<file path="config.mk">
export PLATFORM = sky130hd
export DESIGN_NAME = memory_map_position_control
export DESIGN_NICKNAME = d
export VERILOG_FILES = /design/src/rtl/map_ctrl_pkg.sv /design/src/rtl/memory_map_position_control.sv
export SDC_FILE = /design/constraint.sdc
export NUM_CORES = 1
export LEC_CHECK = 0
export BUFFER_PORTS_ARGS = -buffer_cell sky130_fd_sc_hd__clkbuf_2
export CELL_PAD_IN_SITES_DETAIL_PLACEMENT = 1
export CELL_PAD_IN_SITES_GLOBAL_PLACEMENT = 2
export CORE_MARGIN = 2
export CORE_UTILIZATION = 26
export CTS_CLUSTER_SIZE = 28
export DETAILED_ROUTE_END_ITERATION = 8
export GPL_ROUTABILITY_DRIVEN = 0
export GPL_TIMING_DRIVEN = 1
export PLACE_DENSITY_LB_ADDON = 0.1
export SLEW_MARGIN = 25
export SYNTH_ARGS = -nofsm -noshare
export SYNTH_HDL_FRONTEND = slang
export SYNTH_SLANG_ARGS = --single-unit
</file>
<file path="constraint.sdc">
create_clock -name clock -period 2.2 [get_ports clock]
set_clock_uncertainty 0.05 [all_clocks]
set_input_delay 0.22 -clock clock [delete_from_list [all_inputs] [get_ports clock]]
set_output_delay 0.22 -clock clock [all_outputs]
set_load 0.01 [all_outputs]
</file>
<file path="src/rtl/map_ctrl_pkg.sv">
package map_ctrl_pkg;

    // Register word offsets on the Avalon bus (byte addresses)
    localparam logic [7:0] RAM_POSITION_OFFSET = 8'h00;
    localparam logic [7:0] REGISTER_BLOCK_POSITION_OFFSET = 8'h04;
    localparam logic [7:0] NVDATA_POSITION_OFFSET = 8'h08;
    localparam logic [7:0] SYSTEM_OPTIONS_OFFSET = 8'h0C;
    localparam logic [7:0] TEST_RESERVED_ZERO_OFFSET = 8'h10;

    // Field positions shared by the position registers
    localparam int BASE_MSB = 7;
    localparam int BASE_LSB = 3;
    localparam int ALIGN_BIT = 0;
    localparam int NVDATA_ENABLE_BIT = 0;
    localparam int REG_BLOCK_ZERO_BIT = 7;

    // Field positions of the system options register
    localparam int STRETCH_MSB = 3;
    localparam int STRETCH_LSB = 2;
    localparam int UPPER_HALF_BIT = 1;
    localparam int ROM_ENABLE_BIT = 0;

    // Masks of implemented bits; the rest read as zero
    localparam logic [7:0] RAM_POSITION_MASK = 8'hF9;
    localparam logic [7:0] REGISTER_BLOCK_POSITION_MASK = 8'h78;
    localparam logic [7:0] NVDATA_POSITION_MASK = 8'hF9;
    localparam logic [7:0] SYSTEM_OPTIONS_MASK = 8'h0F;

    // Reset values
    localparam logic [7:0] RAM_POSITION_RESET = 8'h09;
    localparam logic [7:0] REGISTER_BLOCK_POSITION_RESET = 8'h00;
    localparam logic [7:0] NVDATA_POSITION_RESET = 8'h00;
    localparam logic [7:0] SYSTEM_OPTIONS_RESET = 8'h0C; // Stretch ones, ROM enable added
    localparam logic [7:0] TEST_RESERVED_ZERO_VALUE = 8'h00;
    localparam logic ROM_ENABLE_RESET_EXPANDED = 1'b1;

    // Integration option: nvdata base bits write-once outside special modes
    localparam logic NVDATA_BASE_WRITE_ONCE = 1'b0;

    // Bus answer timing: one wait cycle before each answer
    localparam int BUS_WAIT_CYCLES = 1;

endpackage

</file>
<file path="src/rtl/memory_map_position_control.sv">
// Implementation choices: register access over Avalon-MM and the register addresses.
`timescale 1ns/10ps
// Overview of operation
// - RAM position readable; write once unless special
// - Map outputs change one cycle after write
// - RAM position bits 7:3 give RAM base
// - Bit 0 aligns RAM low or high
// - Register block position: write once unless special
// - Register block on 2K boundary, lowest 32K
// - Register block bit 7 reads constant zero
// - Nvdata enable always writable; base per option
// - Nvdata position bits 7:3 give nvdata base
// - Nvdata enable bit maps or unmaps nvdata
// - System options reset; ROM enable by mode
// - Stretch, half, ROM enable written once unless special
// - Stretch field gives zero to three clocks
// - Stretch ignored in single chip, peripheral
// - Upper half bit hides lower ROM pages
// - ROM enable bit maps or unmaps ROM
// - Test register reads zero, ignores writes
// - RAM position resets to 09 hex
module memory_map_position_control (
    input wire logic clock, // Core clock, 100 MHz
    input wire logic rst_n, // Synchronous reset, active low
    input wire logic [7:0] address, // Avalon byte address
    input wire logic read, // Avalon read request
    input wire logic write, // Avalon write request
    input wire logic [31:0] writedata, // Avalon write data
    input wire logic [3:0] byteenable, // Avalon byte enables
    output logic [31:0] readdata, // Avalon read data
    output logic waitrequest, // Avalon wait request
    input wire logic special_mode, // Any special mode active
    input wire logic single_chip_mode, // Single chip or peripheral mode
    input wire logic special_test_mode, // Special test mode
    output logic [4:0] ram_base, // RAM base address bits 15:11
    output logic ram_high_align, // RAM against top of its region
    output logic [4:0] reg_base, // Register block base bits 15:11
    output logic [4:0] nvdata_base, // Nvdata base address bits 15:11
    output logic nvdata_map_enable, // Nvdata present in map
    output logic [1:0] stretch_cycles, // Clocks added to external access
    output logic rom_upper_half_only, // Lower half ROM pages hidden
    output logic lower_half_direct, // Lower half ROM pages reachable
    output logic rom_map_enable // ROM present in map
);

    typedef struct packed {
        logic [7:0] ram_pos;
        logic [7:0] reg_pos;
        logic [7:0] nv_pos;
        logic [7:0] sys_opt;
        logic ram_written;
        logic reg_written;
        logic nv_written;
        logic sys_written;
        logic waitrequest;
        logic [31:0] readdata;
        logic [4:0] ram_base;
        logic ram_high_align;
        logic [4:0] reg_base;
        logic [4:0] nv_base;
        logic nv_enable;
        logic [1:0] stretch_cycles;
        logic rom_upper_half_only;
        logic lower_half_direct;
        logic rom_map_enable;
    } state_s;

    state_s st;
    state_s next_st;

    // Write permission for a write-once field
    function automatic logic may_write(input logic written, input logic special);
        may_write = special | ~written;
    endfunction

    // Replace masked bits of an old value with new data
    function automatic logic [7:0] merge(input logic [7:0] old, input logic [7:0] data,
                                         input logic [7:0] mask);
        merge = (old & ~mask) | (data & mask);
    endfunction

    logic req;
    logic accept_wr;
    logic [7:0] wbyte;

    // A request is served once, in the cycle waitrequest is low
    assign req = read | write;
    assign accept_wr = write & ~st.waitrequest & byteenable[0];
    assign wbyte = writedata[7:0];

    // Next state: bus handshake, register writes, map outputs
    always_comb
    begin
        logic rom_reset;
        logic [7:0] sys_mask;
        logic [7:0] nv_mask;
        rom_reset = 1'b0;
        sys_mask = 8'h00;
        nv_mask = 8'h00;
        next_st = st;

        // One wait cycle, then a one-cycle answer
        next_st.waitrequest = ~(req & st.waitrequest);
        if (req & st.waitrequest)
        begin
            unique case (address)
                map_ctrl_pkg::RAM_POSITION_OFFSET: next_st.readdata = {24'h000000, st.ram_pos};
                map_ctrl_pkg::REGISTER_BLOCK_POSITION_OFFSET:
                    next_st.readdata = {24'h000000, st.reg_pos};
                map_ctrl_pkg::NVDATA_POSITION_OFFSET: next_st.readdata = {24'h000000, st.nv_pos};
                map_ctrl_pkg::SYSTEM_OPTIONS_OFFSET: next_st.readdata = {24'h000000, st.sys_opt};
                map_ctrl_pkg::TEST_RESERVED_ZERO_OFFSET:
                    next_st.readdata = {24'h000000, map_ctrl_pkg::TEST_RESERVED_ZERO_VALUE};
                default: next_st.readdata = 32'h00000000; // Unmapped reads as zero
            endcase
        end

        // Register writes; the written flag is set by any write
        if (accept_wr)
        begin
            unique case (address)
                map_ctrl_pkg::RAM_POSITION_OFFSET:
                begin
                    if (may_write(st.ram_written, special_mode))
                        next_st.ram_pos = wbyte & map_ctrl_pkg::RAM_POSITION_MASK;
                    next_st.ram_written = 1'b1;
                end
                map_ctrl_pkg::REGISTER_BLOCK_POSITION_OFFSET:
                begin
                    // Bit 7 masked off keeps the block under 32K
                    if (may_write(st.reg_written, special_mode))
                        next_st.reg_pos = wbyte & map_ctrl_pkg::REGISTER_BLOCK_POSITION_MASK;
                    next_st.reg_written = 1'b1;
                end
                map_ctrl_pkg::NVDATA_POSITION_OFFSET:
                begin
                    // Enable always writable; base bits by integration option
                    nv_mask = 8'h01;
                    if (!map_ctrl_pkg::NVDATA_BASE_WRITE_ONCE
                        || may_write(st.nv_written, special_mode))
                        nv_mask = map_ctrl_pkg::NVDATA_POSITION_MASK;
                    next_st.nv_pos = merge(st.nv_pos, wbyte, nv_mask);
                    next_st.nv_written = 1'b1;
                end
                map_ctrl_pkg::SYSTEM_OPTIONS_OFFSET:
                begin
                    sys_mask = may_write(st.sys_written, special_mode)
                        ? map_ctrl_pkg::SYSTEM_OPTIONS_MASK : 8'h00;
                    next_st.sys_opt = merge(st.sys_opt, wbyte, sys_mask);
                    next_st.sys_written = 1'b1;
                end
                default:
                begin
                    // Test register and unmapped offsets ignore writes
                    next_st.ram_written = st.ram_written;
                end
            endcase
        end

        // Map outputs follow the registers one cycle late
        next_st.ram_base = st.ram_pos[map_ctrl_pkg::BASE_MSB:map_ctrl_pkg::BASE_LSB];
        next_st.ram_high_align = st.ram_pos[map_ctrl_pkg::ALIGN_BIT];
        next_st.reg_base = st.reg_pos[map_ctrl_pkg::BASE_MSB:map_ctrl_pkg::BASE_LSB];
        next_st.nv_base = st.nv_pos[map_ctrl_pkg::BASE_MSB:map_ctrl_pkg::BASE_LSB];
        next_st.nv_enable = st.nv_pos[map_ctrl_pkg::NVDATA_ENABLE_BIT];
        // External stretch has no meaning without an external bus
        next_st.stretch_cycles = single_chip_mode ? 2'b00
            : st.sys_opt[map_ctrl_pkg::STRETCH_MSB:map_ctrl_pkg::STRETCH_LSB];
        next_st.rom_upper_half_only = st.sys_opt[map_ctrl_pkg::UPPER_HALF_BIT];
        next_st.lower_half_direct = ~st.sys_opt[map_ctrl_pkg::UPPER_HALF_BIT];
        next_st.rom_map_enable = st.sys_opt[map_ctrl_pkg::ROM_ENABLE_BIT];

        // Synchronous reset; ROM enable depends on mode at reset
        if (!rst_n)
        begin
            if (special_test_mode)
                rom_reset = 1'b0;
            else if (single_chip_mode)
                rom_reset = 1'b1;
            else
                rom_reset = map_ctrl_pkg::ROM_ENABLE_RESET_EXPANDED;
            next_st = '0;
            next_st.waitrequest = 1'b1;
            next_st.ram_pos = map_ctrl_pkg::RAM_POSITION_RESET;
            next_st.reg_pos = map_ctrl_pkg::REGISTER_BLOCK_POSITION_RESET;
            next_st.nv_pos = map_ctrl_pkg::NVDATA_POSITION_RESET;
            next_st.sys_opt = map_ctrl_pkg::SYSTEM_OPTIONS_RESET | {7'h00, rom_reset};
            next_st.ram_base = map_ctrl_pkg::RAM_POSITION_RESET[7:3];
            next_st.ram_high_align = map_ctrl_pkg::RAM_POSITION_RESET[0];
            next_st.reg_base = map_ctrl_pkg::REGISTER_BLOCK_POSITION_RESET[7:3];
            next_st.nv_base = map_ctrl_pkg::NVDATA_POSITION_RESET[7:3];
            next_st.nv_enable = map_ctrl_pkg::NVDATA_POSITION_RESET[0];
            next_st.stretch_cycles = single_chip_mode ? 2'b00
                : map_ctrl_pkg::SYSTEM_OPTIONS_RESET[3:2];
            next_st.lower_half_direct = 1'b1;
            next_st.rom_map_enable = rom_reset;
        end
    end

    // State register
    always_ff @(posedge clock)
    begin
        st <= next_st;
    end

    // Outputs straight from the state flops
    assign readdata = st.readdata;
    assign waitrequest = st.waitrequest;
    assign ram_base = st.ram_base;
    assign ram_high_align = st.ram_high_align;
    assign reg_base = st.reg_base;
    assign nvdata_base = st.nv_base;
    assign nvdata_map_enable = st.nv_enable;
    assign stretch_cycles = st.stretch_cycles;
    assign rom_upper_half_only = st.rom_upper_half_only;
    assign lower_half_direct = st.lower_half_direct;
    assign rom_map_enable = st.rom_map_enable;

    logic ram_wr;
    logic reg_wr;
    logic nv_wr;
    logic sys_wr;
    logic test_wr;

    // Accepted writes per register, for the checks below
    assign ram_wr = accept_wr && address == map_ctrl_pkg::RAM_POSITION_OFFSET;
    assign reg_wr = accept_wr && address == map_ctrl_pkg::REGISTER_BLOCK_POSITION_OFFSET;
    assign nv_wr = accept_wr && address == map_ctrl_pkg::NVDATA_POSITION_OFFSET;
    assign sys_wr = accept_wr && address == map_ctrl_pkg::SYSTEM_OPTIONS_OFFSET;
    assign test_wr = accept_wr && address == map_ctrl_pkg::TEST_RESERVED_ZERO_OFFSET;

    // Field slices reused by the copy checks below
    logic [4:0] ram_field;
    logic [4:0] reg_field;
    logic [4:0] nv_field;
    logic [1:0] stretch_field;
    assign ram_field = st.ram_pos[map_ctrl_pkg::BASE_MSB:map_ctrl_pkg::BASE_LSB];
    assign reg_field = st.reg_pos[map_ctrl_pkg::BASE_MSB:map_ctrl_pkg::BASE_LSB];
    assign nv_field = st.nv_pos[map_ctrl_pkg::BASE_MSB:map_ctrl_pkg::BASE_LSB];
    assign stretch_field = st.sys_opt[map_ctrl_pkg::STRETCH_MSB:map_ctrl_pkg::STRETCH_LSB];
endmodule

</file>
; ---- Yosys cells after proc, flatten, opt, wreduce, memory -nomap -nowiden
; Index checks and enable logic that the tools add are counted.
[totals]
in_bits = 51
elab_cells = 69
register_bits = 84
[op_classes]
reduce_logical = 8
eq_ne = 5
n_bitwise = 21
mux = 15
[ops]
columns = op, count
row1 = 60-bit two-way mux, 1
row2 = 32-bit two-way mux, 1
row3 = 8-bit case mux with 4 select lines, 1
row4 = 8-bit AND, 3
row5 = "8-bit by 4-bit equality test with 1-bit output, second input constant", 2
row6 = 8-bit two-way mux, 2
row7 = 8-bit bitwise OR, 2
row8 = 2-bit AND reduction, 5
row9 = 8-bit by 4-bit AND with 8-bit output, 1
row10 = "8-bit by 3-bit equality test with 1-bit output, second input constant", 1
row11 = 8-bit zero test, 1
row12 = 4-bit NOT with 8-bit output, 1
row13 = 8-bit NOT, 1
row14 = 1-bit two-way mux, 6
row15 = 1-bit NOT, 6
row16 = 3-bit AND reduction, 2
row17 = 5-bit two-way mux, 1
row18 = 2-bit two-way mux, 2
row19 = 4-bit two-way mux, 1
row20 = "2-bit by 1-bit inequality test with 1-bit output, second input constant", 2
row21 = 1-bit bitwise OR, 4
row22 = 1-bit AND, 3

; ---- Depth between registers and ports, before layout
; Gate-level depths: netlist of run 1.
[logic_depth]
depth_word = 9
ltp_mapped = 6

; ---- Least setup slack after synthesis of run 1
; Ideal clock, no wire load.
[synth_path]
path_type = register -> register
start = register st (netlist bit waitrequest)
end = register st[83] in the netlist's numbering
synth_period_minus_slack_ps = 1826
slack_ps = 374
setup_ps = 121
arrival_ps = 1655
path_stages_with_launch = 5
n_path_buf = 0
cell_sequence = dfxtp_1 > and3b_1 > nand3_4 > a2111oi_4 > mux2_4
[synth_via]
elab_chain_len = 4
[synth_lines]
columns = element, line_no
row1 = start: declaration, memory_map_position_control.sv:68  ; state_s st;
row2 = start signal: assignment, memory_map_position_control.sv:203  ; st <= next_st;
row3 = 1-bit NOT, memory_map_position_control.sv:88  ; assign accept_wr = write & ~st.waitrequest & byteenable[0];
row4 = 1-bit AND (2 in a row), memory_map_position_control.sv:88
row5 = 3-bit AND reduction (no source line), n/a
; No other way between the ends.
; A chain may end at the register's enable or synchronous reset.

; ---- Final worst setup path of run 1
[layout_path]
start = register st (netlist bit waitrequest)
end = register st (netlist bit ram_field[2])
; The elaborated chain is that of the path after synthesis.

==> results.md, run 1 <==
Run status:
- The flow ran to the end, and the final reports show no timing, DRC or antenna violations.

Global routing:
- The number of global-route vias before repair is around 1,500.
- Entering global routing, the biggest net connects 23 pins.
- The final global-route overflow total is 0.
- The met2 demand-to-capacity share in global routing is 16.4%.
- Global routing consumed, on the met3 layer, 2.72% of the routing resources.
- The initial antenna violation count is 0.
- The met1 capacity usage during global routing is 13.8%.
- The global-route total usage across every layer is 10.4%.
- After global routing, the most crowded layer is met2.
- The first global-routing pass estimated 7760 um of wire.

Clocking:
- For this design, the sink count on the clock tree is 53.
- The number of buffers inserted during clock tree synthesis is 5.
- After clock tree synthesis, the clock-pin slew on the worst setup and hold paths is 0.09 ns.
- The number of gates resized after CTS was 0.
- The clock tree from TritonCTS is yes.
- The number of buffers inserted by hold repair at cts is 0.
- The clock tree buffer depth is 2.
- Post-CTS timing repair inserted 0 buffers for setup.
- The root buffer selected by CTS is sky130_fd_sc_hd__clkbuf_8.
- At the later pin of the worst-skew pair, clock insertion delay measures 0.30 ns.
- The number of levels the H-tree was split into is 2.

Critical path:
- The slowest stage cell on the critical path is sky130_fd_sc_hd__a2111oi_4.
- Setup slack on the worst reg-to-reg path comes out at approximately 0.41 ns.
- By startpoint and endpoint, the worst setup path is classified as register to register.
- Broken down by cell family, the worst path's largest delay share belongs to compound AO/OA/AOI/OAI gates.
- The largest single stage delay on the critical path is 0.48 ns.
- The maximum fanout along the worst path is 5.
- The destination of the worst register-to-register timing path is ram_field[2].
- The number of buffers and inverters on the critical path is 1.
- The worst reg-to-reg path cell count is 5.
- STA classifies the critical path startpoint as a register.
- For the worst setup path, the data required time is 2.39 ns.
- The startpoint identified for the worst register-to-register timing path is waitrequest.
- Traced cell by cell, the critical path runs through and3b_1 > nand3_4 > a2111oi_4 > buf_4 > mux2i_1.
- At the worst endpoint, the arrival time is between 1.5 and 2 ns.
- The worst setup path is captured at a register.

Yosys:
- Synthesis handed over a netlist of 243 instances.
- The distinct cell type count after synthesis is 34.
- The sequential area share after synthesis is 46.7%.
- Summing every instance area after synthesis gives 2290 sq um.
- The most used flip-flop cell after synthesis is sky130_fd_sc_hd__dfxtp_1.
- The share of synthesized registers carrying an async set or reset is 0%.
- The Yosys step of the flow raised 0 warnings.
- The number of enable-type register cells in the synthesized netlist is 1.
- The post-synthesis sequential element count is 53.
- The average footprint of a synthesized cell is between 9 and 10 sq um.

Detailed routing:
- In the routed layout, each cell is associated on average with a via count of 3.97.
- The routed via count is 1,543.
- The residual antenna-violating net count after detailed routing is 0.
- The first detailed-routing pass ran for 4 iterations.
- For this block, the routed nets add up to 4910 um of wire.
- The routed wirelength normalized by instance count is 12.6 um.
- The number of DRC markers after the initial detailed-route iteration is 25.
- The DRC violations left is 0.

Floorplan:
- The die covers roughly 9600 sq um.
- The number of I/O pins is 106.
- The die is 97.9 um wide.
- The die outline height is 97.9 um.
- The initialized floorplan defines 34 standard-cell rows.
- The floorplan core area is 8640 sq um.
- The initial utilization of the core area, before any placement, comes to 26.6%.

Place:
- In this run the tool buffered the top-level ports with 53 buffer cells.
- The HPWL reported at the end of detailed placement is 3730 um.
- The instance area at placement is 2460 sq um.
- OpenSTA, run right after detailed placement, puts the worst setup slack at about 0.3 ns.

Power and ir drop:
- The largest vdd supply drop is 0.000207 V.
- In this run the static leakage power is ~0.0012 uW.
- The design draws 1640 uW.
- The cell area power density is 645 nW/um^2.

Cells and area:
- Leaving out fill and tap cells, the most frequent cells in the layout are 53 x sky130_fd_sc_hd__clkbuf_2, 52 x sky130_fd_sc_hd__dfxtp_1, 33 x sky130_fd_sc_hd__nand2_1.
- Cells with a size suffix above 1 make up 27.8% of the layout.
- At the end of the flow, the number of nets in the layout was approximately 330.
- The area growth from synthesis to layout is 10.9%.
- The most frequent standard cell in the layout excluding fill and tap cells is sky130_fd_sc_hd__clkbuf_2.
- The antenna diode instance count is 0.
- The finished cells cover 2540 sq um.
- The fill cell total of the finished layout is 1,029.

Hold path:
- The startpoint of the worst hold path is single_chip_mode.
- The tightest min-delay check is of the input port to register type.
- The worst hold path passes through 2 cells.
- The endpoint with the worst hold slack is stretch_cycles[0].

STA:
- The number of pins with negative max-slew slack in the final report is 0.
- The final worst-path setup slack is 0.407 ns.
- The final hold violation count is 0.
- The final cycle utilization of the critical path is between 80% and 90%.
- Adding up every negative setup slack in the final design gives 0 ns.
- Based on the critical path, the design can be clocked at up to between 0.5 and 0.6 GHz.
- The final number of setup-violating endpoints is 0.
- Counting I/O delays and the setup requirement, the final critical path takes 1.79 ns.
- Setup repair after global routing left no endpoint under its margin.

Job:
- The max-cap check violation count is 0.
## logic make-up (layout without fill, tap and decap cells)
group	after synthesis	in the layout	synth area share [%]
AOI/OAI and AO/OA	30	30	8.78
muxes	20	20	9.55
and+or+nand+nor	67	67	14.8
buffers and inverters	72	86	20.0
DFF	53	53	46.7
other	1	25	0.164
## cells in the mapped netlist (4+ instances only)
cell type                  number  share of area, %
sky130_fd_sc_hd__a21oi_1        4              0.87
sky130_fd_sc_hd__and2_1         7               1.9
sky130_fd_sc_hd__buf_4         49                16
sky130_fd_sc_hd__clkbuf_1       6              0.98
sky130_fd_sc_hd__dfxtp_1       52                45
sky130_fd_sc_hd__inv_1         14               2.3
sky130_fd_sc_hd__mux2i_1       17               7.4
sky130_fd_sc_hd__nand2_1       33               5.4
sky130_fd_sc_hd__nor2_1         8               1.3
sky130_fd_sc_hd__nor2b_1        6               1.6
sky130_fd_sc_hd__o21ai_0       14               3.1
## layer usage
layer | part of all wire, % | vias to the layer above | wire length, um
li1 | - | 784 | -
met1 | 48 | 713 | 2360
met2 | 46 | 44 | 2250
met3 | 5.4 | 2 | 265
met4 | 0.88 | 0 | 43
met5 | 0 | - | 0
## power by group
part | internal, uW | switching (uW) | total (uW)
Sequential | 968 | 3.14 | 971
Clock | 227 | 320 | 548
Combinational | 43.4 | 79.0 | 122
## state kept, by name, summed over array words and instances, names as in the netlist, named ones only
register / flops
ram_base: 5
reg_base: 4
nvdata_map_enable: 1
st: 6
nv_field: 5
nvdata_base: 5
ram_field: 5
ram_high_align: 1
waitrequest: 1
rom_map_enable: 1
rom_upper_half_only: 1
readdata: 8
stretch_cycles: 2
reg_field: 4
lower_half_direct: 1
## cell type report
type | instances | area, sq um | area share (%)
clock buffers | 7 | 76.3 | 3.00
well taps | 108 | 135 | 5.31
repair buffers | 64 | 348 | 13.7
inverters | 14 | 52.6 | 2.07
clock inverters | 1 | 6.26 | 0.246
flip-flops and latches | 53 | 1070 | 42.1
multi-input cells | 142 | 855 | 33.6
## stage by stage
step / hold slack (ns) / cells / utilization (%)
after floorplan: 0.239 / 267 / -
after global placement: 0.348 / 381 / 28.5
after detailed placement: 0.353 / 381 / 28.5
after CTS: 0.0138 / 389 / 29.5
after global routing: 0.0287 / 389 / 29.5
final: 0.0272 / 389 / 29.5
## worst max path at each step
stage / cells after the start / slack (ns) / end / start
after floorplan: 4 / 0.37 / st[83] / waitrequest
after global placement: 6 / 0.29 / ram_field[1] / address[7]
after detailed placement: 6 / 0.29 / ram_field[2] / address[7]
after CTS: 5 / 0.36 / ram_field[2] / waitrequest
after global routing: 5 / 0.28 / ram_field[1] / waitrequest
final: 5 / 0.41 / ram_field[2] / waitrequest
(Power assumes the default switching activity.)
==> run 2: changes to the inputs <==
CORE_UTILIZATION = 23   (was 26)
clock period = 1.45 ns   (was 2.2 ns; I/O delays follow)
==> run 2 against run 1 <==
The flow now finishes with violations (negative setup slack). Count of clock-buffer cells in the layout is 1 lower. Core utilization is 1.5 points lower. Worst setup slack worse by 0.50 ns. First-iteration DRC count is 48% higher. Cell count is 9.5% higher. Worst hold slack worse by 0.011 ns. Largest power group unchanged.
==> results.md, run 2 (synthesized netlist as in run 1, its figures left out) <==
Run status:
- The run finished, with violations left.
- The checks that failed: negative setup slack.

Detailed routing:
- The top layer reached by signal wires is met4.
- The wire length on met1 came to 2400 um (+2.0%).
- The number of DRC markers after the initial detailed-route iteration is 37 (+48%).
- The routed length on met2 is 2490 um (+11%).
- The routed via count is 1,579 (+2.3%).
- The residual antenna-violating net count after detailed routing is 0 (unchanged).
- The routed wirelength normalized by instance count is 12.2 um (-3.4%).
- The routed wire length is 5200 um (+5.8%).
- The vias per cell came to 3.71 (-6.6%).
- The DRC violations left is 0 (unchanged).
- The detailed-router iteration count before antenna repair is 4 (unchanged).
- The detailed route wirelength on metal3 was 242 um (-8.7%).

Cells and area:
- The footprint of the multi-input gates was 871 sq um (+1.9%).
- The share of layout cells above drive strength 1 is 32.4% (+4.7 points).
- The final non-filler cell total is 426 (+9.5%).
- Compared with the post-synthesis result, the final layout area differs by 18.7%.
- The flip-flop count of the largest register, all copies and words added was 8 (unchanged).
- The antenna diode instance count was 0 (unchanged).
- The combined flip-flop and latch cell area is 1070 sq um (+0.12%).
- The most frequent standard cell in the layout excluding fill and tap cells is sky130_fd_sc_hd__clkbuf_2.
- The fill cell total of the finished layout is 1,195 (+16%).
- Leaving out fill and tap cells, the most frequent cells in the layout are 53 x sky130_fd_sc_hd__clkbuf_2, 51 x sky130_fd_sc_hd__dfxtp_1, 33 x sky130_fd_sc_hd__nand2_1.
- The final layout net count is 343 (+3.6%).

Critical path:
- The arrival time of data at the critical path endpoint is 1.69 ns (-0.29 ns).
- The worst register-to-register path begins at waitrequest.
- The maximum fanout along the worst path is 2 (-3).
- By startpoint and endpoint, the worst setup path is classified as register to register.
- The critical path data required time is 1.59 ns (-0.80 ns).
- The worst reg-to-reg path cell count is 5 (unchanged).
- The maximum cell stage delay along the critical path is 0.32 ns (-0.16 ns).
- The category of the worst setup path launch point is a register.
- Among all stages on the critical path, the largest delay is contributed by sky130_fd_sc_hd__dfxtp_2.
- The signal on the critical path passes through and3b_2 > nand3_4 > a2111oi_4 > buf_4 > mux2_4.
- The destination of the worst register-to-register timing path is st[83].
- The endpoint type of the worst setup path is a register.
- The setup slack of the worst register-to-register path is -0.1 ns (-0.50 ns).

Hold path:
- The worst hold path stage count is 3 (+1).
- The startpoint of the worst hold path is writedata[1].
- The path class of the lowest-slack min-delay path is input port to register.

STA:
- The final cycle utilization of the critical path was 107% (+25 points).
- The maximum clock rate came to 0.647 GHz (+16%).
- The final hold violation count is 0 (unchanged).
- The final worst-path setup slack is -0.0966 ns (-0.503 ns).
- The final period demand of the worst path was 1.55 ns (-0.247 ns).
- The final number of setup-violating endpoints is 3 (+3).
- The number of pins with negative max-slew slack in the final report is 0 (unchanged).
- Setup repair after global routing could not meet its margin everywhere.

Global routing:
- The number of global-route vias before repair came to 1,603 (+6.0%).
- The final global-route overflow total is 0 (unchanged).
- The initial antenna violation count came to 0 (unchanged).
- The global-route total usage across every layer is 9.88% (-0.55 points).
- The global-route wire length before repair is 8340 um (+7.5%).
- The maximum number of pins on one net before global-route repair is 39 (+70%).

Floorplan:
- The floorplan core area is 9730 sq um (+13%).
- The effective utilization at floorplan came to 23.6% (-3.0 points).
- The number of I/O pins is 106 (unchanged).
- The die area is 10,800 sq um (+12%).
- The die span in x is 104 um (+6.1%).
- The site row count came to 36 (+5.9%).
- The die outline height was 104 um (+6.1%).

Clocking:
- The root buffer selected by CTS is sky130_fd_sc_hd__clkbuf_8.
- The later-pin clock latency in the skew report is 0.31 ns (about the same).
- The number of levels the H-tree was split into was 2 (unchanged).
- The clock tree buffer depth is 2 (unchanged).
- The number of buffers inserted during clock tree synthesis is 5 (unchanged).
- The CTS sink count came to 53 (unchanged).
- The clock transition time at the flip-flop clock pins of the worst setup and hold paths was 0.10 ns (about the same).
- TritonCTS built the clock tree.

Power and ir drop:
- The cell area power density is 945 nW/um^2 (+46%).
- The static leakage power came to 0.00124 uW (+6.5%).
- The post-route total power is 2570 uW (+57%).
- The largest vdd supply drop is 0.000407 V (+97%).

Job:
- The max-cap check violation count was 0 (unchanged).

Place:
- The total placed cells including tap cells is 412 (+8.1%).
- The HPWL reported at the end of detailed placement is 3910 um (+4.8%).
- The number of port buffers is 53 (unchanged).
## run 2: changes by cell type in the layout (fill, tap and decap cells not counted), sizes merged
cell,change
buf,+10
clkbuf,-1
clkinv,+2
dlygate4sd3,+2
inv,-1
## run 2: how the worst max path moves through the flow
stage                startpoint  depth (start not counted)  slack, ns      endpoint
floorplan           waitrequest                          4      -0.28        st[83]
global placement     address[7]                          6      -0.21   readdata[7]
global route        waitrequest                          5      -0.16        st[83]
CTS                 waitrequest                          5      -0.09  ram_field[4]
detailed placement   address[7]                          6      -0.22  ram_field[4]
finish              waitrequest                          5       -0.1        st[83]
## run 2: layout make-up
cell class,instances,share of cell area [%]
inverter,14,1.93
tap,133,6.11
timing repair buffer,76,17.0
clock inverter,2,0.506
multi-input combinational,142,32.0
sequential,53,39.4
clock buffer,6,3.03
## run 2: power breakdown
group          internal, uW  switching [uW]  leakage, uW  total [uW]
Sequential             1470            3.76     0.000430        1470
Combinational          83.0             126     0.000758         209
Clock                   389             501    0.0000512         890
Total                  1940             631      0.00124        2570
## run 2: per-layer routing
layer,track usage (%),vias to the layer above
met3,2.32,4
met2,16.4,49
met4,2.90,0
met1,12.8,720
met5,0,-
li1,-,806
## run 2: timing repair
item | in CTS | in global routing
endpoints found under the setup margin | 11 | 13
setup buffers | 2 | 2
gates resized for setup | 2 | 5
pin swaps | 2 | 0
hold buffers | 2 | 0
endpoints found under the hold margin | 3 | 0
## run 2: metrics by stage
stage,area [sq um],hold slack (ns),worst slack (ns),util [%],setup TNS (ns)
finish,2720,0.0166,-0.0966,28.0,-0.149
global route,2720,0.0184,-0.164,28.0,-0.873
CTS,2690,0.00438,-0.0915,27.7,-0.536
detailed placement,2550,0.283,-0.218,26.2,-3.32
global placement,2550,0.281,-0.208,26.2,-2.84
floorplan,2390,0.164,-0.285,-,-1.64
## run 2: worst max-delay path, delay by kind of cell (launching register included)
| family | cells | cell delay, ns |
|---|---|---|
| simple gates | 2 | 0.37 |
| flops | 1 | 0.32 |
| mux | 1 | 0.29 |
| compound gates | 1 | 0.23 |
| buf+inv | 1 | 0.18 |
==> run 3: changes to the inputs <==
ABC_AREA = 1   (was default)
==> run 3 against run 2 <==
The run now ends clean. Die area is 7.7% higher. Global-route usage is 0.95 points higher. Sequential share of layout area is 2.0 points lower. Worst hold slack better by 0.0017 ns. Via count is 21% higher. Combinational power is 3% higher. Critical path type unchanged. Largest cell class unchanged.
==> results.md, run 3 <==
Run status:
- The flow ran to the end, and the final reports show no timing, DRC or antenna violations.

Clocking:
- The clock tree from TritonCTS is yes.
- The number of setup buffers added after CTS is 0 (-2).
- The clock transition time at the flip-flop clock pins of the worst setup and hold paths is 0.10 ns (about the same).
- The later-pin clock latency in the skew report came to 0.30 ns (about the same).
- The clock tree buffer depth is 2 (unchanged).
- The root buffer selected by CTS is sky130_fd_sc_hd__clkbuf_8.
- The number of buffers inserted during clock tree synthesis was 5 (unchanged).
- The number of levels the H-tree was split into is 2 (unchanged).
- The CTS sink count is 53 (unchanged).

Critical path:
- By startpoint and endpoint, the worst setup path is classified as register to register.
- The maximum fanout along the worst path came to 8 (+6).
- The source of the worst register-to-register timing path is waitrequest.
- The buffer and inverter count on the worst path is 1 (unchanged).
- The category of the worst setup path launch point is a register.
- The arrival time of data at the critical path endpoint is 1.39 ns (-0.30 ns).
- Walking the worst path, the cells encountered are inv_1 > nand3_4 > a21oi_2 > nand2_2 > nand2_1 > o211ai_1.
- The endpoint type of the worst setup path is a register.
- The slowest stage cell on the critical path is sky130_fd_sc_hd__dfxtp_1.
- In this run the worst setup path begins at waitrequest.
- The critical path data required time is 1.59 ns (about the same).
- The maximum cell stage delay along the critical path came to 0.34 ns (+0.02 ns).
- The cell family contributing the most delay on the critical path is simple AND/OR/NAND/NOR gates.

Detailed routing:
- The routed wirelength normalized by instance count is 12.4 um (+1.6%).
- The DRC violations left is 0 (unchanged).
- The residual antenna-violating net count after detailed routing was 0 (unchanged).
- The routed via count is 1,906 (+21%).
- The detailed-router iteration count before antenna repair is 4 (unchanged).
- The number of DRC markers after the initial detailed-route iteration is 29 (-22%).
- The vias per cell is 3.93 (+6.0%).
- The routed wire length was 6010 um (+16%).

STA:
- The final number of setup-violating endpoints is 0 (-3).
- The sum of negative setup slack is 0 ns (+0.149 ns).
- The worst hold margin is 0.0183 ns (+0.00166 ns).
- The final cycle utilization of the critical path is 86.4% (-20 points).
- The final hold violation count is 0 (unchanged).
- Setup repair after global routing left no endpoint under its margin.
- The number of pins with negative max-slew slack in the final report is 0 (unchanged).
- The maximum clock rate is 0.798 GHz (+23%).
- The final worst-path setup slack came to 0.198 ns (+0.294 ns).
- The final period demand of the worst path is 1.25 ns (-0.294 ns).

Power and ir drop:
- The cell area power density was 965 nW/um^2 (+2.1%).
- The internal portion of total power is 2100 uW (+8.2%).
- The relative contribution of combinational cells to total power was 7.8% (-0.3 points).
- The part of the power in registers is 53.3% (-4.0 points).
- The switching portion of total power is 24.0% (-0.51 points).
- The static leakage power is 0.00140 uW (+13%).
- The largest vdd supply drop is 0.000393 V (-3.5%).
- The power share of the clock group came to 38.9% (+4.3 points).
- The net switching component of the power is 664 uW (+5.3%).

Yosys:
- The distinct cell type count after synthesis came to 27 (-21%).
- Of all cell types, the one taking the most synthesized area is sky130_fd_sc_hd__dfxtp_1.
- The post-synthesis sequential element count is 53 (unchanged).
- Ranked by instance count, the synthesized netlist is headed by 65 x sky130_fd_sc_hd__nand2_1, 52 x sky130_fd_sc_hd__dfxtp_1, 51 x sky130_fd_sc_hd__buf_4.
- The post-synthesis xor/xnor area fraction is 0% (unchanged).
- The share of synthesized registers carrying an async set or reset is 0% (unchanged).
- The sequential area share after synthesis came to 43.2% (-3.5 points).
- The arithmetic-cell share of the synthesized area counting full adders, half adders and majority gates is 0% (unchanged).
- The top-area cell type share of the netlist area is 42.0% (-3.4 points).
- The cell count after synthesis is 305 (+26%).
- The post-synthesis share of cell area spent on and, or, nand and nor gates is 23.7% (+8.9 points).
- The most numerous cell in the Yosys netlist is sky130_fd_sc_hd__nand2_1.
- The number of enable-type register cells in the synthesized netlist was 1 (unchanged).
- Yosys attributes the largest share of cell area to sky130_fd_sc_hd__dfxtp_1 42%, sky130_fd_sc_hd__buf_4 15%, sky130_fd_sc_hd__nand2_1 9.8%.
- The leading register cell type out of synthesis is sky130_fd_sc_hd__dfxtp_1.
- The average footprint of a synthesized cell was 8.12 sq um (-14%).
- The post-synthesis compound-gate area fraction is 10.5% (+1.7 points).
- The combinational family with the most area after synthesis is simple AND/OR/NAND/NOR gates.
- The synthesized area was 2480 sq um (+8.0%).
- The post-synthesis mux area share was 0% (-9.5 points).
- The total number of yosys warnings is 0 (unchanged).

Place:
- The total placed cells including tap cells is 474 (+15%).
- The number of port buffers is 53 (unchanged).
- The pre-CTS setup slack is 0.103 ns (+0.321 ns).
- The HPWL reported at the end of detailed placement was 4570 um (+17%).

Cells and area:
- The final non-filler cell total came to 485 (+14%).
- The antenna diode instance count came to 0 (unchanged).
- The combined flip-flop and latch cell area came to 1070 sq um (-0.12%).
- The area overhead of the layout relative to synthesis is 15.6%.
- In the layout the commonest cells are 65 x sky130_fd_sc_hd__nand2_1, 53 x sky130_fd_sc_hd__clkbuf_2, 52 x sky130_fd_sc_hd__dfxtp_1.
- The library cell used most frequently in the layout, excluding fill and tap cells, is sky130_fd_sc_hd__nand2_1.
- The share of layout cells above drive strength 1 is 30.1% (-2.3 points).
- The footprint of the multi-input gates came to 950 sq um (+9.1%).
- The final layout net count is 399 (+16%).
- The flip-flop count of the largest register, all copies and words added was 8 (unchanged).
- The fill cell total of the finished layout is 1,278 (+6.9%).

Floorplan:
- The die span in x was 108 um (+3.8%).
- The effective utilization at floorplan was 23.9% (+0.32 points).
- The die area came to 11,600 sq um (+7.7%).
- The floorplan core area is 10,400 sq um (+6.6%).
- The number of I/O pins is 106 (unchanged).
- The site row count is 37 (+2.8%).
- The die outline height came to 108 um (+3.8%).

Hold path:
- The worst hold path belongs to the class input port to register.
- The startpoint of the worst hold path is writedata[1].

Global routing:
- The final global-route overflow total is 0 (unchanged).
- The maximum number of pins on one net before global-route repair is 23 (-41%).
- The global-route total usage across every layer was 10.8% (+0.95 points).
- The number of global-route vias before repair is 1,903 (+19%).
- The global-route wire length before repair is 9680 um (+16%).
- The initial antenna violation count came to 0 (unchanged).

Job:
- The max-cap check violation count is 0 (unchanged).
run 3: repair_timing:
| item | CTS | global route |
|---|---|---|
| resized for setup | 0 | 2 |
| hold endpoints to repair | 4 | 0 |
| endpoints found under the setup margin | 0 | 2 |
| hold buffers | 3 | 0 |
run 3: cell families after synthesis:
| family | after synthesis |
|---|---|
| AND/OR/NAND/NOR | 121 |
| buffers and inverters | 90 |
| flip-flops | 53 |
| AO/OA/AOI/OAI | 40 |
| other | 1 |
run 3: worst reg2reg max path, stage by stage, from the launching register on:
cell and delay [ns]:
sky130_fd_sc_hd__dfxtp_1 0.34, sky130_fd_sc_hd__inv_1 0.09, sky130_fd_sc_hd__nand3_4 0.14, sky130_fd_sc_hd__a21oi_2 0.19, sky130_fd_sc_hd__nand2_2 0.16, sky130_fd_sc_hd__nand2_1 0.10
sky130_fd_sc_hd__o211ai_1 0.07
run 3: area by class of cell:
cell class | instances | share of cell area (%)
Clock buffer | 7 | 3.01
Inverter | 33 | 4.41
Tap cell | 136 | 5.94
Clock inverter | 1 | 1.05
Sequential cell | 53 | 37.4
Timing Repair Buffer | 69 | 15.0
Multi-Input combinational cell | 186 | 33.2
run 3: per-stage QoR:
stage	cell area, sq um	util, %	total power [uW]
finish	2860	27.6	2760
global route	2860	27.6	2890
CTS	2860	27.5	2810
detailed placement	2710	26.1	1720
global placement	2710	26.1	1720
floorplan	2570	-	1680
run 3: power groups by stage:
| stage | combinational (uW) | clock (uW) | sequential (uW) |
|---|---|---|---|
| after CTS | 218 | 1110 | 1470 |
| after floorplan | 171 | 0 | 1510 |
| after global placement | 212 | 0 | 1510 |
| after global routing | 241 | 1180 | 1480 |
| final | 216 | 1070 | 1470 |
| after detailed placement | 212 | 0 | 1510 |
run 3: metal layers:
metal / GRT usage, % / wire [um] / up-vias
li1: - / - / 969
met1: 13.8 / 2880 / 879
met2: 18.4 / 2780 / 53
met3: 2.36 / 261 / 5
met4: 3.02 / 83 / 0
met5: 0 / 0 / -
run 3: worst paths after layout:
path | endpoint | slack [ns] | cells past startpoint
setup / recovery | st[83] | 0.20 | 6
hold / removal | register | 0.02 | 3
setup reg to reg | st[83] | 0.20 | 6
hold reg to reg | lower_half_direct | 0.37 | 1
